==> config.mk <==
export PLATFORM = sky130hd
export DESIGN_NAME = hld_holdover_ctrl
export DESIGN_NICKNAME = d
export VERILOG_FILES = /design/src/hld_lock_det.sv /design/src/hld_holdover_ctrl.sv
export SDC_FILE = /design/constraint.sdc
export NUM_CORES = 1
export LEC_CHECK = 0
export ABC_AREA = 0
export BUFFER_PORTS_ARGS = -buffer_cell sky130_fd_sc_hd__buf_2
export CAP_MARGIN = 20
export CORE_ASPECT_RATIO = 0.75
export CORE_UTILIZATION = 37
export CTS_CLUSTER_SIZE = 16
export DETAILED_ROUTE_END_ITERATION = 6
export PLACE_DENSITY = 0.54
export SLEW_MARGIN = 10
export SYNTH_ARGS = -nofsm -noshare
export SYNTH_HDL_FRONTEND = slang
export SYNTH_SLANG_ARGS = --single-unit
==> constraint.sdc <==
create_clock -name clk_sys_i -period 2.99 [get_ports clk_sys_i]
set_clock_uncertainty 0.15 [all_clocks]
set_input_delay 0.299 -clock clk_sys_i [delete_from_list [all_inputs] [get_ports clk_sys_i]]
set_output_delay 0.299 -clock clk_sys_i [all_outputs]
set_load 0.02 [all_outputs]
==> src/hld_lock_det.sv <==
`timescale 1ns/1ps
package hld_pkg;
  // register bus shape
  localparam int ADDR_W = 8;
  localparam int DATA_W = 32;
  // register offsets (byte addresses)
  localparam logic [7:0] OFS_CTRL   = 8'h00;
  localparam logic [7:0] OFS_LEVEL  = 8'h04;
  localparam logic [7:0] OFS_TRIP   = 8'h08;
  localparam logic [7:0] OFS_LOCK1  = 8'h0c;
  localparam logic [7:0] OFS_LOCK2  = 8'h10;
  localparam logic [7:0] OFS_PINS   = 8'h14;
  localparam logic [7:0] OFS_TRACK  = 8'h18;
  localparam logic [7:0] OFS_L1REF  = 8'h1c;
  localparam logic [7:0] OFS_L1FB   = 8'h20;
  localparam logic [7:0] OFS_L2REF  = 8'h24;
  localparam logic [7:0] OFS_L2FB   = 8'h28;
  localparam logic [7:0] OFS_PRESC  = 8'h2c;
  localparam logic [7:0] OFS_STATUS = 8'h30;
  // control register fields
  localparam int CTRL_FORCE = 0;
  localparam int CTRL_MODE  = 1;
  localparam int CTRL_LLOFF = 3;
  localparam int CTRL_RAIL  = 4;
  localparam int CTRL_TRACK = 5;
  localparam int CTRL_MAN   = 6;
  localparam int CTRL_DBL   = 7;
  localparam int CTRL_OSEL  = 8;
  localparam int CTRL_ZDLY  = 9;
  localparam int CTRL_FBEXT = 10;
  localparam int HI_FIELD   = 16;
  localparam int PINS_HOLD  = 4;
  localparam logic [1:0] MODE_DISABLED = 2'h0;
  localparam logic [1:0] MODE_ENABLED  = 2'h2;
  // divider limits
  localparam int L1_DIV_W = 14;
  localparam int L2_REF_W = 12;
  localparam int L2_FB_W  = 18;
  localparam int PRE_W    = 4;
  localparam logic [3:0] PRE_MIN = 4'h2;
  localparam logic [3:0] PRE_MAX = 4'h8;
  // feedback source codes
  localparam logic [1:0] FB_OSC = 2'h0;
  localparam logic [1:0] FB_INT = 2'h1;
  localparam logic [1:0] FB_EXT = 2'h2;
  // phase detector rate ceiling against the system clock
  localparam int PD1_MAX_MHZ  = 40;
  localparam int CLK_MHZ      = 25;
  localparam int PD1_MIN_CYC  = (CLK_MHZ + PD1_MAX_MHZ - 1) / PD1_MAX_MHZ;
  typedef enum logic [2:0] {SRC_LOW, SRC_LOCK1, SRC_LOCK2, SRC_BOTH, SRC_HOLD} hld_pin_src_t;
  typedef enum logic {HO_RUN, HO_HOLD} hld_ho_state_t;
endpackage

// digital lock detector for one loop
module hld_lock_det
  import hld_pkg::*;
#(
  parameter int CNT_W = 16,
  parameter int ERR_W = 16
)(
  input  wire logic             clk_sys_i,
  input  wire logic             rst_b_i,
  input  wire logic             cmp_i,
  input  wire logic [ERR_W-1:0] err_i,
  input  wire logic [ERR_W-1:0] window_i,
  input  wire logic [CNT_W-1:0] target_i,
  output logic                  lock_o,
  output logic [CNT_W-1:0]      cnt_o
);
  logic in_win;
  logic [CNT_W-1:0] next_cnt;

  // comparison inside the window, saturating count
  assign in_win   = err_i < window_i;
  assign next_cnt = (&cnt_o) ? cnt_o : cnt_o + 1'b1;

  // count good comparisons, assert at target, drop on a bad one
  always_ff @(posedge clk_sys_i)
  begin
    if (!rst_b_i)
    begin
      cnt_o  <= '0;
      lock_o <= 1'b0;
    end
    else if (cmp_i)
    begin
      if (in_win)
      begin
        cnt_o <= next_cnt;
        if (next_cnt >= target_i)
          lock_o <= 1'b1;
      end
      else
      begin
        cnt_o  <= '0;
        lock_o <= 1'b0;
      end
    end
  end
endmodule

==> src/hld_holdover_ctrl.sv <==
`timescale 1ns/1ps
// Summary of operation
// - force bit puts the device in holdover
// - loop-1 lock loss enters holdover if enabled
// - tuning level past trip levels enters holdover with track on
// - loop-1 charge pump tristated during holdover
// - loop-1 lock flag low, detection keeps running
// - holdover status high throughout holdover
// - loop-2 lock flag kept if locked before
// - holdover level: manual value or last tracked
// - manual enable loads manual value at entry
// - holdover status routable to either status pin
// - host exits by disabling holdover mode
// - automatic exit once loop-1 lock count met
// - automatic exit needs phase error inside the window
// - loop-1 dividers to 16383, detector to 40MHz
// - loop-1 feedback from oscillator or zero-delay path
// - loop-2 dividers to 4095 and 262143
// - loop-2 prescaler divides 2 through 8
// - doubler ahead of loop-2 reference divider
// - in-window comparisons count up to target lock
// - one bad comparison drops lock at once
// - lock pin shows loop 1, loop 2 or both
// - tracked needs track on, manual off
// - tracked level updates every divided detector period
module hld_holdover_ctrl
  import hld_pkg::*;
#(
  parameter int LVL_W = 10,
  parameter int ERR_W = 16,
  parameter int CNT_W = 16,
  parameter int TRK_W = 16
)(
  input  wire logic                clk_sys_i,
  input  wire logic                rst_b_i,
  input  wire logic [ADDR_W-1:0]   addr_i,
  input  wire logic [DATA_W-1:0]   wr_data_i,
  input  wire logic                wr_stb_i,
  input  wire logic                rd_stb_i,
  output logic [DATA_W-1:0]        rd_data_o,
  input  wire logic                pd1_tog_i,
  input  wire logic                pd2_tog_i,
  input  wire logic [ERR_W-1:0]    err1_i,
  input  wire logic [ERR_W-1:0]    err2_i,
  input  wire logic [LVL_W-1:0]    vtune_i,
  output logic                     holdover_o,
  output logic                     cp1_hiz_o,
  output logic [LVL_W-1:0]         tune_level_o,
  output logic                     lock1_o,
  output logic                     lock2_o,
  output logic                     lock_status_pin_o,
  output logic                     holdover_status_pin_o,
  output logic [L1_DIV_W-1:0]      l1_ref_div_o,
  output logic [L1_DIV_W-1:0]      l1_fb_div_o,
  output logic [L2_REF_W-1:0]      l2_ref_div_o,
  output logic [L2_FB_W-1:0]       l2_fb_div_o,
  output logic [PRE_W-1:0]         l2_presc_o,
  output logic                     ref_doubler_o,
  output logic                     osc_out_sel_o,
  output logic [1:0]               fb_src_o
);
  // control fields
  logic                 force_hold;
  logic [1:0]           hold_mode;
  logic                 lock_loss_trigger_off;
  logic                 rail_trigger_enable;
  logic                 track_enable;
  logic                 manual_level_enable;
  logic                 reference_doubler_enable;
  logic                 oscillator_output_select;
  logic                 zero_delay;
  logic                 fb_external;
  logic [LVL_W-1:0]     manual_level_value;
  logic [LVL_W-1:0]     upper_trip_level;
  logic [LVL_W-1:0]     lower_trip_level;
  logic [ERR_W-1:0]     phase_window_size1;
  logic [ERR_W-1:0]     phase_window_size2;
  logic [CNT_W-1:0]     lock_count_target1;
  logic [CNT_W-1:0]     lock_count_target2;
  logic [2:0]           lock_pin_source_select;
  logic [2:0]           hold_pin_source_select;
  logic [TRK_W-1:0]     track_div;
  // synchronisers and detector inputs
  logic [2:0]           pd1_sync;
  logic [2:0]           pd2_sync;
  logic [ERR_W-1:0]     err1_s1, err1_s2, err2_s1, err2_s2;
  logic [LVL_W-1:0]     vt_s1, vt_s2;
  logic                 cmp1, cmp2;
  logic                 lock1_raw, lock2_raw, lock1_raw_q;
  // holdover machine and tracking
  hld_ho_state_t        state, next_state;
  logic                 rail, lock_loss_trig, rail_trig, auto_exit, entering, next_hold;
  logic [TRK_W-1:0]     trk_cnt;
  logic [LVL_W-1:0]     tracked;
  logic [DATA_W-1:0]    next_rd_data;
  logic [PRE_W-1:0]     pre_wr;

  // pin crossing: two flops, then a third for the toggle edge
  always_ff @(posedge clk_sys_i)
  begin
    if (!rst_b_i)
    begin
      pd1_sync <= '0;
      pd2_sync <= '0;
      err1_s1  <= '0;
      err1_s2  <= '0;
      err2_s1  <= '0;
      err2_s2  <= '0;
      vt_s1    <= '0;
      vt_s2    <= '0;
    end
    else
    begin
      pd1_sync <= {pd1_sync[1:0], pd1_tog_i};
      pd2_sync <= {pd2_sync[1:0], pd2_tog_i};
      err1_s1  <= err1_i;
      err1_s2  <= err1_s1;
      err2_s1  <= err2_i;
      err2_s2  <= err2_s1;
      vt_s1    <= vtune_i;
      vt_s2    <= vt_s1;
    end
  end

  // one pulse per phase comparison
  assign cmp1 = pd1_sync[2] ^ pd1_sync[1];
  assign cmp2 = pd2_sync[2] ^ pd2_sync[1];

  // loop-1 detector keeps running in holdover
  hld_lock_det #(.CNT_W(CNT_W), .ERR_W(ERR_W)) u_lock1 (
    .clk_sys_i (clk_sys_i),
    .rst_b_i   (rst_b_i),
    .cmp_i     (cmp1),
    .err_i     (err1_s2),
    .window_i  (phase_window_size1),
    .target_i  (lock_count_target1),
    .lock_o    (lock1_raw),
    .cnt_o     ()
  );

  // loop-2 detector
  hld_lock_det #(.CNT_W(CNT_W), .ERR_W(ERR_W)) u_lock2 (
    .clk_sys_i (clk_sys_i),
    .rst_b_i   (rst_b_i),
    .cmp_i     (cmp2),
    .err_i     (err2_s2),
    .window_i  (phase_window_size2),
    .target_i  (lock_count_target2),
    .lock_o    (lock2_raw),
    .cnt_o     ()
  );

  // prescaler write clamped into 2..8
  assign pre_wr = (wr_data_i[PRE_W-1:0] < PRE_MIN) ? PRE_MIN :
                  (wr_data_i[PRE_W-1:0] > PRE_MAX) ? PRE_MAX : wr_data_i[PRE_W-1:0];

  // register writes
  always_ff @(posedge clk_sys_i)
  begin
    if (!rst_b_i)
    begin
      force_hold               <= 1'b0;
      hold_mode                <= MODE_DISABLED;
      lock_loss_trigger_off    <= 1'b0;
      rail_trigger_enable      <= 1'b0;
      track_enable             <= 1'b0;
      manual_level_enable      <= 1'b0;
      reference_doubler_enable <= 1'b0;
      oscillator_output_select <= 1'b0;
      zero_delay               <= 1'b0;
      fb_external              <= 1'b0;
      manual_level_value       <= '0;
      upper_trip_level         <= '1;
      lower_trip_level         <= '0;
      phase_window_size1       <= '0;
      phase_window_size2       <= '0;
      lock_count_target1       <= '1;
      lock_count_target2       <= '1;
      lock_pin_source_select   <= SRC_LOW;
      hold_pin_source_select   <= SRC_LOW;
      track_div                <= '1;
      l1_ref_div_o             <= '1;
      l1_fb_div_o              <= '1;
      l2_ref_div_o             <= '1;
      l2_fb_div_o              <= '1;
      l2_presc_o               <= PRE_MIN;
    end
    else if (wr_stb_i)
    begin
      unique case (addr_i)
        OFS_CTRL:
        begin
          force_hold               <= wr_data_i[CTRL_FORCE];
          hold_mode                <= wr_data_i[CTRL_MODE +: 2];
          lock_loss_trigger_off    <= wr_data_i[CTRL_LLOFF];
          rail_trigger_enable      <= wr_data_i[CTRL_RAIL];
          track_enable             <= wr_data_i[CTRL_TRACK];
          manual_level_enable      <= wr_data_i[CTRL_MAN];
          reference_doubler_enable <= wr_data_i[CTRL_DBL];
          oscillator_output_select <= wr_data_i[CTRL_OSEL];
          zero_delay               <= wr_data_i[CTRL_ZDLY];
          fb_external              <= wr_data_i[CTRL_FBEXT];
        end
        OFS_LEVEL: manual_level_value <= wr_data_i[LVL_W-1:0];
        OFS_TRIP:
        begin
          lower_trip_level <= wr_data_i[LVL_W-1:0];
          upper_trip_level <= wr_data_i[HI_FIELD +: LVL_W];
        end
        OFS_LOCK1:
        begin
          phase_window_size1 <= wr_data_i[ERR_W-1:0];
          lock_count_target1 <= wr_data_i[HI_FIELD +: CNT_W];
        end
        OFS_LOCK2:
        begin
          phase_window_size2 <= wr_data_i[ERR_W-1:0];
          lock_count_target2 <= wr_data_i[HI_FIELD +: CNT_W];
        end
        OFS_PINS:
        begin
          lock_pin_source_select <= wr_data_i[2:0];
          hold_pin_source_select <= wr_data_i[PINS_HOLD +: 3];
        end
        OFS_TRACK: track_div    <= wr_data_i[TRK_W-1:0];
        OFS_L1REF: l1_ref_div_o <= wr_data_i[L1_DIV_W-1:0];
        OFS_L1FB:  l1_fb_div_o  <= wr_data_i[L1_DIV_W-1:0];
        OFS_L2REF: l2_ref_div_o <= wr_data_i[L2_REF_W-1:0];
        OFS_L2FB:  l2_fb_div_o  <= wr_data_i[L2_FB_W-1:0];
        OFS_PRESC: l2_presc_o   <= pre_wr;
        default: ;
      endcase
    end
  end

  // loop-2 reference path and loop-1 feedback routing
  always_ff @(posedge clk_sys_i)
  begin
    if (!rst_b_i)
    begin
      ref_doubler_o <= 1'b0;
      osc_out_sel_o <= 1'b0;
      fb_src_o      <= FB_OSC;
    end
    else
    begin
      ref_doubler_o <= reference_doubler_enable;
      osc_out_sel_o <= oscillator_output_select;
      fb_src_o      <= !zero_delay ? FB_OSC : (fb_external ? FB_EXT : FB_INT);
    end
  end

  // holdover entry and exit conditions
  assign rail           = (vt_s2 > upper_trip_level) || (vt_s2 < lower_trip_level);
  assign lock_loss_trig = lock1_raw_q && !lock1_raw && hold_mode == MODE_ENABLED
                          && !lock_loss_trigger_off;
  assign rail_trig      = rail && hold_mode == MODE_ENABLED && rail_trigger_enable
                          && track_enable;
  assign auto_exit      = lock1_raw && !lock1_raw_q;

  // holdover next state
  always_comb
  begin
    next_state = state;
    unique case (state)
      HO_RUN:
        if (force_hold || lock_loss_trig || rail_trig)
          next_state = HO_HOLD;
      HO_HOLD:
        if (!force_hold && (hold_mode == MODE_DISABLED || auto_exit))
          next_state = HO_RUN;
    endcase
  end

  assign next_hold = next_state == HO_HOLD;
  assign entering  = state == HO_RUN && next_hold;

  // holdover state and status flops
  always_ff @(posedge clk_sys_i)
  begin
    if (!rst_b_i)
    begin
      state       <= HO_RUN;
      lock1_raw_q <= 1'b0;
      holdover_o  <= 1'b0;
      cp1_hiz_o   <= 1'b0;
    end
    else
    begin
      state       <= next_state;
      lock1_raw_q <= lock1_raw;
      holdover_o  <= next_hold;
      cp1_hiz_o   <= next_hold;
    end
  end

  // tracked level sampled once per divided detector period
  always_ff @(posedge clk_sys_i)
  begin
    if (!rst_b_i)
    begin
      trk_cnt <= '0;
      tracked <= '0;
    end
    else if (track_enable && cmp1)
    begin
      if (trk_cnt >= track_div - 1'b1)
      begin
        trk_cnt <= '0;
        if (state == HO_RUN)
          tracked <= vt_s2;
      end
      else
        trk_cnt <= trk_cnt + 1'b1;
    end
  end

  // tuning level: follows tracking, frozen at entry
  always_ff @(posedge clk_sys_i)
  begin
    if (!rst_b_i)
      tune_level_o <= '0;
    else if (entering)
      tune_level_o <= manual_level_enable ? manual_level_value : tracked;
    else if (state == HO_RUN)
      tune_level_o <= tracked;
  end

  // lock flags, loop 1 masked and loop 2 frozen in holdover
  always_ff @(posedge clk_sys_i)
  begin
    if (!rst_b_i)
    begin
      lock1_o <= 1'b0;
      lock2_o <= 1'b0;
    end
    else
    begin
      lock1_o <= lock1_raw && !next_hold;
      lock2_o <= (next_hold && holdover_o) ? lock2_o : lock2_raw;
    end
  end

  // status pin source select
  function automatic logic pin_mux(input logic [2:0] sel, input logic l1,
                                   input logic l2, input logic ho);
    unique case (sel)
      SRC_LOCK1: pin_mux = l1;
      SRC_LOCK2: pin_mux = l2;
      SRC_BOTH:  pin_mux = l1 && l2;
      SRC_HOLD:  pin_mux = ho;
      default:   pin_mux = 1'b0;
    endcase
  endfunction

  // status pins
  always_ff @(posedge clk_sys_i)
  begin
    if (!rst_b_i)
    begin
      lock_status_pin_o     <= 1'b0;
      holdover_status_pin_o <= 1'b0;
    end
    else
    begin
      lock_status_pin_o     <= pin_mux(lock_pin_source_select, lock1_o, lock2_o,
                                       holdover_o);
      holdover_status_pin_o <= pin_mux(hold_pin_source_select, lock1_o, lock2_o,
                                       holdover_o);
    end
  end

  // read data mux, zero for unmapped addresses
  always_comb
  begin
    next_rd_data = '0;
    unique case (addr_i)
      OFS_CTRL:
      begin
        next_rd_data[CTRL_FORCE]    = force_hold;
        next_rd_data[CTRL_MODE +: 2] = hold_mode;
        next_rd_data[CTRL_LLOFF]    = lock_loss_trigger_off;
        next_rd_data[CTRL_RAIL]     = rail_trigger_enable;
        next_rd_data[CTRL_TRACK]    = track_enable;
        next_rd_data[CTRL_MAN]      = manual_level_enable;
        next_rd_data[CTRL_DBL]      = reference_doubler_enable;
        next_rd_data[CTRL_OSEL]     = oscillator_output_select;
        next_rd_data[CTRL_ZDLY]     = zero_delay;
        next_rd_data[CTRL_FBEXT]    = fb_external;
      end
      OFS_LEVEL: next_rd_data[LVL_W-1:0] = manual_level_value;
      OFS_TRIP:
      begin
        next_rd_data[LVL_W-1:0]         = lower_trip_level;
        next_rd_data[HI_FIELD +: LVL_W] = upper_trip_level;
      end
      OFS_LOCK1:
      begin
        next_rd_data[ERR_W-1:0]         = phase_window_size1;
        next_rd_data[HI_FIELD +: CNT_W] = lock_count_target1;
      end
      OFS_LOCK2:
      begin
        next_rd_data[ERR_W-1:0]         = phase_window_size2;
        next_rd_data[HI_FIELD +: CNT_W] = lock_count_target2;
      end
      OFS_PINS:
      begin
        next_rd_data[2:0]             = lock_pin_source_select;
        next_rd_data[PINS_HOLD +: 3]  = hold_pin_source_select;
      end
      OFS_TRACK: next_rd_data[TRK_W-1:0]    = track_div;
      OFS_L1REF: next_rd_data[L1_DIV_W-1:0] = l1_ref_div_o;
      OFS_L1FB:  next_rd_data[L1_DIV_W-1:0] = l1_fb_div_o;
      OFS_L2REF: next_rd_data[L2_REF_W-1:0] = l2_ref_div_o;
      OFS_L2FB:  next_rd_data[L2_FB_W-1:0]  = l2_fb_div_o;
      OFS_PRESC: next_rd_data[PRE_W-1:0]    = l2_presc_o;
      OFS_STATUS:
      begin
        next_rd_data[5:0] = {rail, lock2_raw, lock1_raw, lock2_o, lock1_o, holdover_o};
        next_rd_data[HI_FIELD +: LVL_W] = tracked;
      end
      default: ;
    endcase
  end

  // read data stands only in the cycle after the strobe
  always_ff @(posedge clk_sys_i)
  begin
    if (!rst_b_i)
      rd_data_o <= '0;
    else
      rd_data_o <= rd_stb_i ? next_rd_data : '0;
  end
endmodule

## Word level (Yosys, flattened, before mapping)

Cells that the tools add are included.

| word-level totals | value |
|---|---|
| register bits after elaboration | 391 |
| bits of input ports | 88 |
| output and inout port bits | 114 |
| logic and storage cells | 165 |

| cells by class | value |
|---|---|
| add/sub/neg operators | 4 |
| magnitude comparators | 9 |
| eq/ne operators | 24 |
| multiplexer cells | 32 |
| bitwise gates (word level) | 3 |
| reductions and logical operators | 43 |

Operators with widths:

| cell | count |
|---|---|
| two-way mux 16 bit | 5 |
| adder 16 x 1 -> 16 bit, second input constant | 3 |
| greater-or-equal comparator 16 bit | 3 |
| equality test 8 x 6 -> 1 bit, second input constant | 5 |
| one-hot mux 3 bit (13 select lines) | 1 |
| equality test 8 x 5 -> 1 bit, second input constant | 4 |
| less-than comparator 16 bit | 2 |
| one-hot mux 8 bit (4 select lines) | 1 |
| AND reduction 16 bit | 2 |
| AND reduction 2 bit | 16 |
| two-way mux 10 bit | 3 |
| one-hot mux 3 bit (10 select lines) | 1 |
| one-hot mux 2 bit (12 select lines) | 1 |
| equality test 8 x 4 -> 1 bit, second input constant | 2 |
| subtractor 16 x 1 -> 16 bit, second input constant | 1 |
| logical AND 1 bit | 13 |
| equality test 3 x 2 -> 1 bit, second input constant | 4 |
| one-hot mux 1 bit (12 select lines) | 1 |
| one-hot mux 2 bit (6 select lines) | 1 |
| one-hot mux 6 bit (2 select lines) | 1 |
| one-hot mux 1 bit (11 select lines) | 1 |
| > comparator 10 bit | 1 |
| less-than comparator 10 bit | 1 |
| one-hot mux 2 bit (5 select lines) | 1 |
| 23 further kinds | 41 |

## Depth between registers and ports, before layout

| depth | value |
|---|---|
| depth in word-level cells | 10 |
| depth in mapped cells | 15 |
| mapped depth without buffers | 14 |

## By module

A second synthesis with hierarchy kept.

| second synthesis, totals | value |
|---|---|
| cell total of the unflattened synthesis | 2148 |
| area total of the unflattened synthesis | 18038.6 um^2 |

Modules (own cells, without submodules):

| module | times used | cells an instance | area each (um^2) | seq. area each (um^2) |
|---|---|---|---|---|
| hld_holdover_ctrl | 1 | 1648 | 14263.7 | 7146.9 |
| hld_lock_det at u_lock1 | 1 | 257 | 1935.6 | 340.3 |
| hld_lock_det at u_lock2 | 1 | 243 | 1839.3 | 340.3 |

## Least setup slack after synthesis

Ideal clock, no wire load.

| timing | value |
|---|---|
| path type | register to register |
| start point | register track_div[2] |
| end point | register trk_cnt[10] |
| library setup time | 128 ps |
| arrival time | 2773 ps |
| required time | 2712 ps |
| slack | -60 ps |
| cell stages (with the launch flop) | 16 |
| path buffers | 1 |
| period minus slack after synthesis | 3050 ps |
| cells stage by stage | dfxtp_1 nor2_1 nand2_1 nor2_1 nand2_1 nor4_1 xnor2_1 ha_1 nand2_1 o21ai_0 a211o_1 a41oi_1 o31a_1 o21ai_1 clkbuf_1 nor2_1 |

| on the way | value |
|---|---|
| word-level cells in the longest chain between the ends | 3 |

Ends and longest elaborated chain:

| element | line | text |
|---|---|---|
| from (decl) | hld_holdover_ctrl.sv:82 | `logic [TRK_W-1:0] track_div;` |
| from (signal assigned) | hld_holdover_ctrl.sv:225 | `OFS_TRACK: track_div <= wr_data_i[TRK_W-1:0];` |
| subtractor 16 x 1 -> 16 bit | hld_holdover_ctrl.sv:307 | `if (trk_cnt >= track_div - 1'b1)` |
| greater-or-equal comparator 16 bit | hld_holdover_ctrl.sv:307 |  |
| two-way mux 16 bit | hld_holdover_ctrl.sv:307 |  |
| to (signal assigned) | hld_holdover_ctrl.sv:314 | `trk_cnt <= trk_cnt + 1'b1;` |
| to (decl) | hld_holdover_ctrl.sv:93 | `logic [TRK_W-1:0] trk_cnt;` |

Every way passes these cells.
A chain may end at the register's enable or synchronous reset.

## Worst setup path in the final report

| timing | value |
|---|---|
| start point | register track_div[2] |
| end point | register tracked[1] |

| on the way | value |
|---|---|
| word-level cells in the longest chain between the ends | 3 |

Ends and longest elaborated chain:

| element | line | text |
|---|---|---|
| subtractor 16 x 1 -> 16 bit | hld_holdover_ctrl.sv:307 |  |
| greater-or-equal comparator 16 bit | hld_holdover_ctrl.sv:307 |  |
| AND reduction 3 bit (no line) | - |  |
| to (signal assigned) | hld_holdover_ctrl.sv:311 | `tracked <= vt_s2;` |
| to (decl) | hld_holdover_ctrl.sv:94 | `logic [LVL_W-1:0] tracked;` |

Every way passes these cells.

==> results.cfg <==
[worst_setup_path]
r2r_slack_ps = -60
cp-end-kind = flip-flop
start_kind = flip-flop
critPathTopFamily = compound AO/OA/AOI/OAI gates
cp.required_ps = 3290
max_stage_delay_ps = 320
crit_path_top_delay_cell = dfxtp_1
path_buf_inv = 3
worstPathArrival_ps = 3350
cp_max_fo = 10
critical_path_class = reg -> reg
worstPathCellList = nor2_2 -> nand2_2 -> nor2_4 -> buf_4 -> and3_4 -> buf_4 -> nand2_1 -> xor2_1 -> ha_1 -> a21o_1 -> a21o_1 -> a21oi_2 -> o31a_1 -> nor3_4 -> buf_12 -> mux2i_1

[cts]
htreeDepth = 2
cts_tree = yes
cts_root_buffer = clkbuf_16
cts.path.max_buffers = 3
cts.sinks = 391
insertion_delay_ps = 590
cts_buffers = 41
path_clk_slew_ps = 60

[detailed_routing]
dr.pass1.iters = 6
totalWireLength_mm = 61.8
wl_per_cell_um = 20.1
route.detailed.drc = 0
ant_nets = 0
num_vias = 16400
drtIter0Drc = 1600
via_per_inst = 5.35

[power]
power_density_nw_per_um2 = 522
leakagePower_nw = 9.62
total_power_mw = 11.6
peakVddDrop_mv = 0.364

[run_status]
status = complete, but fails checks
violations = negative setup slack

[sta]
setup_tns_ps = -799
slew_viol_final = 0
rsz0062_at_grt = yes
fmax_mhz = 328
finalSetupViolCount = 25
slew_headroom_pct = 45.0
setup_ws_ps = -63.1
hold_viol_final = 0
min_period_ps = 3050
worst_slew_pin_slew_ps = 825
timing.final.crit_share_pct = 102

[finish]
final_area_sq_um = 22300
drive_gt1_share_pct = 17.5
fill_cells = 4700
seq_area_sq_um = 7840
synthToLayoutAreaGrowth_pct = 25.5
nets = 2587
multi_input_area_sq_um = 9250

[global_routing]
grt_pass1_wl_mm = 91.6
grt_util_all_layers_pct = 24.8
gr-total-overflow = 0
antenna_found_initial = 3
grt_max_degree = 98
first_global_vias = 15200

[die]
die_area_sq_um = 48900
start_util_pct = 37.5
dieWidth_um = 255
core_sq_um = 47300
die_h_um = 192
rows = 69
ioPinCount = 202

[hold_path]
hold_class = in -> reg

[synth]
syn_area_per_cell_sq_um = 8.42
syn_area_sq_um = 17800
seq_area_frac_synth_pct = 44.1
synth_cells = 2107
synth_edf_count = 0
synth_ff_type = dfxtp_1
synth_nets = 2296
synth_warnings = 0
ys_types = 64
async_flop_share_pct = 0
synth_seq_cells = 391

[place]
port_buffers = 201
place_area_sq_um = 19800
hpwlAfterDp_mm = 45.3
gp_congestion = 0.979

[run]
drv_cap = 0
[cell type report]
cell class	count	share of cell area, %
diodes	1	0.0112
flip-flops and latches	391	35.2
repair buffers	374	11.5
inverters	90	1.52
multi-input cells	1500	41.5
well taps	639	3.59
clock buffers	54	5.18
clock inverters	21	1.50
[worst register-to-register path, stage by stage (launching register included)]
cell and delay [ps]:
dfxtp_1 320, nor2_2 140, nand2_2 100, nor2_4 150, buf_4 130, and3_4 170, buf_4 110, nand2_1 50
xor2_1 140, ha_1 300, a21o_1 180, a21o_1 180, a21oi_2 130, o31a_1 320, nor3_4 70, buf_12 170
mux2i_1 120
[cell usage in the layout, fill, tap and decap left out, drive strengths merged, types with 7 or more instances in the layout]
| cell type | n |
|---|---|
| dfxtp | 391 |
| nor2 | 139 |
| nand3 | 123 |
| a22oi | 46 |
| clkinv | 7 |
| a221oi | 10 |
| ha | 101 |
| inv | 92 |
| nor3 | 21 |
| o21a | 7 |
| bufinv | 8 |
| xor2 | 25 |
| nand2 | 395 |
| o21ai | 54 |
| o211ai | 44 |
| and3 | 16 |
| mux2i | 63 |
| a31oi | 12 |
| buf | 299 |
| a21oi | 136 |
| dlygate4sd3 | 75 |
| xnor2 | 38 |
| nand4 | 19 |
| clkbuf | 54 |
| nor2b | 11 |
| a21o | 30 |
| nand2b | 14 |
| and2 | 106 |
[worst paths after layout]
path / from / to / cells after the start
max: track_div[2]$_SDFFE_PN1P_ / tracked[1]$_SDFFE_PN0P_ / 16
min: wr_data_i[7] / phase_window_size2[7]$_SDFFE_PN0P_ / 3
max reg2reg: track_div[2]$_SDFFE_PN1P_ / tracked[1]$_SDFFE_PN0P_ / 16
min reg2reg: err2_s1[2]$_SDFF_PN0_ / err2_s2[2]$_SDFF_PN0_ / 1
[state kept, by name, summed over array words and instances (netlist names), 12 cells and up]
name	cells
l2_ref_div_o	12
u_lock2.cnt_o	16
l2_fb_div_o	18
track_div	16
err2_s1	16
err1_s1	16
err1_s2	16
lock_count_target2	16
lock_count_target1	16
l1_fb_div_o	14
rd_data_o	32
phase_window_size2	16
trk_cnt	16
l1_ref_div_o	14
u_lock1.cnt_o	16
phase_window_size1	16
err2_s2	16
[synthesized netlist by cell type (12+ instances only)]
library cell	n	share of area (%)
nand2_1	395	8.4
dfxtp_1	391	44
nor2_1	139	2.9
a21oi_1	136	3.8
nand3_1	122	3.4
and2_1	104	3.7
ha_1	101	7.1
clkbuf_1	99	2.1
inv_1	90	1.9
mux2i_1	63	3.6
o21ai_0	52	1.5
a22oi_1	46	1.9
o211ai_1	44	1.9
xnor2_1	38	1.9
a21o_1	30	1.3
xor2_1	25	1.2
nor3_1	20	0.56
nand4_1	19	0.67
and3_1	16	0.56
nand2b_1	14	0.49
a31oi_1	12	0.42
buf_1	12	0.25
buf_2	12	0.34
[repair_timing]
action                                  in CTS  in global routing
endpoints found under the hold margin      160                  0
hold buffers                                75                  0
endpoints found under the setup margin      25                 31
pin swaps                                    3                  8
resized for setup                           10                 40
buffers inserted                             0                  6
[power breakdown]
group | switching, mW | internal (mW)
logic | 0.383 | 0.263
clock network | 2.25 | 3.43
registers | 0.0299 | 5.27
[metal layers]
metal / share of wire (%) / track usage [%]
met2: 42 / 36.5
met3: 8.5 / 4.35
met5: 0 / 0
met1: 46 / 36.2
met4: 2.8 / 8.34
[stage by stage]
step	hold WS (ps)	cells	setup slack, ps	util [%]
after floorplan	262	2107	14.2	-
after global placement	274	2913	-47.0	41.9
after detailed placement	269	2913	-196	41.9
after CTS	3.20	3063	-25.4	46.7
after global routing	15.0	3069	-213	47.1
final	26.4	3070	-63.1	47.1
[cells by family (layout without fill, tap and decap cells)]
family          after synthesis  after routing  synth area share (%)
flops                       391            391                  44.1
compound gates              389            389                  14.1
xor+xnor                     63             63                  3.11
buf+inv                     216            539                  4.74
mux                          71             71                  4.19
fa+ha+maj                   102            102                  7.18
other cells                   0              1                     0
simple gates                875            875                  22.6
No activity file was read; power rests on OpenSTA's default activity.
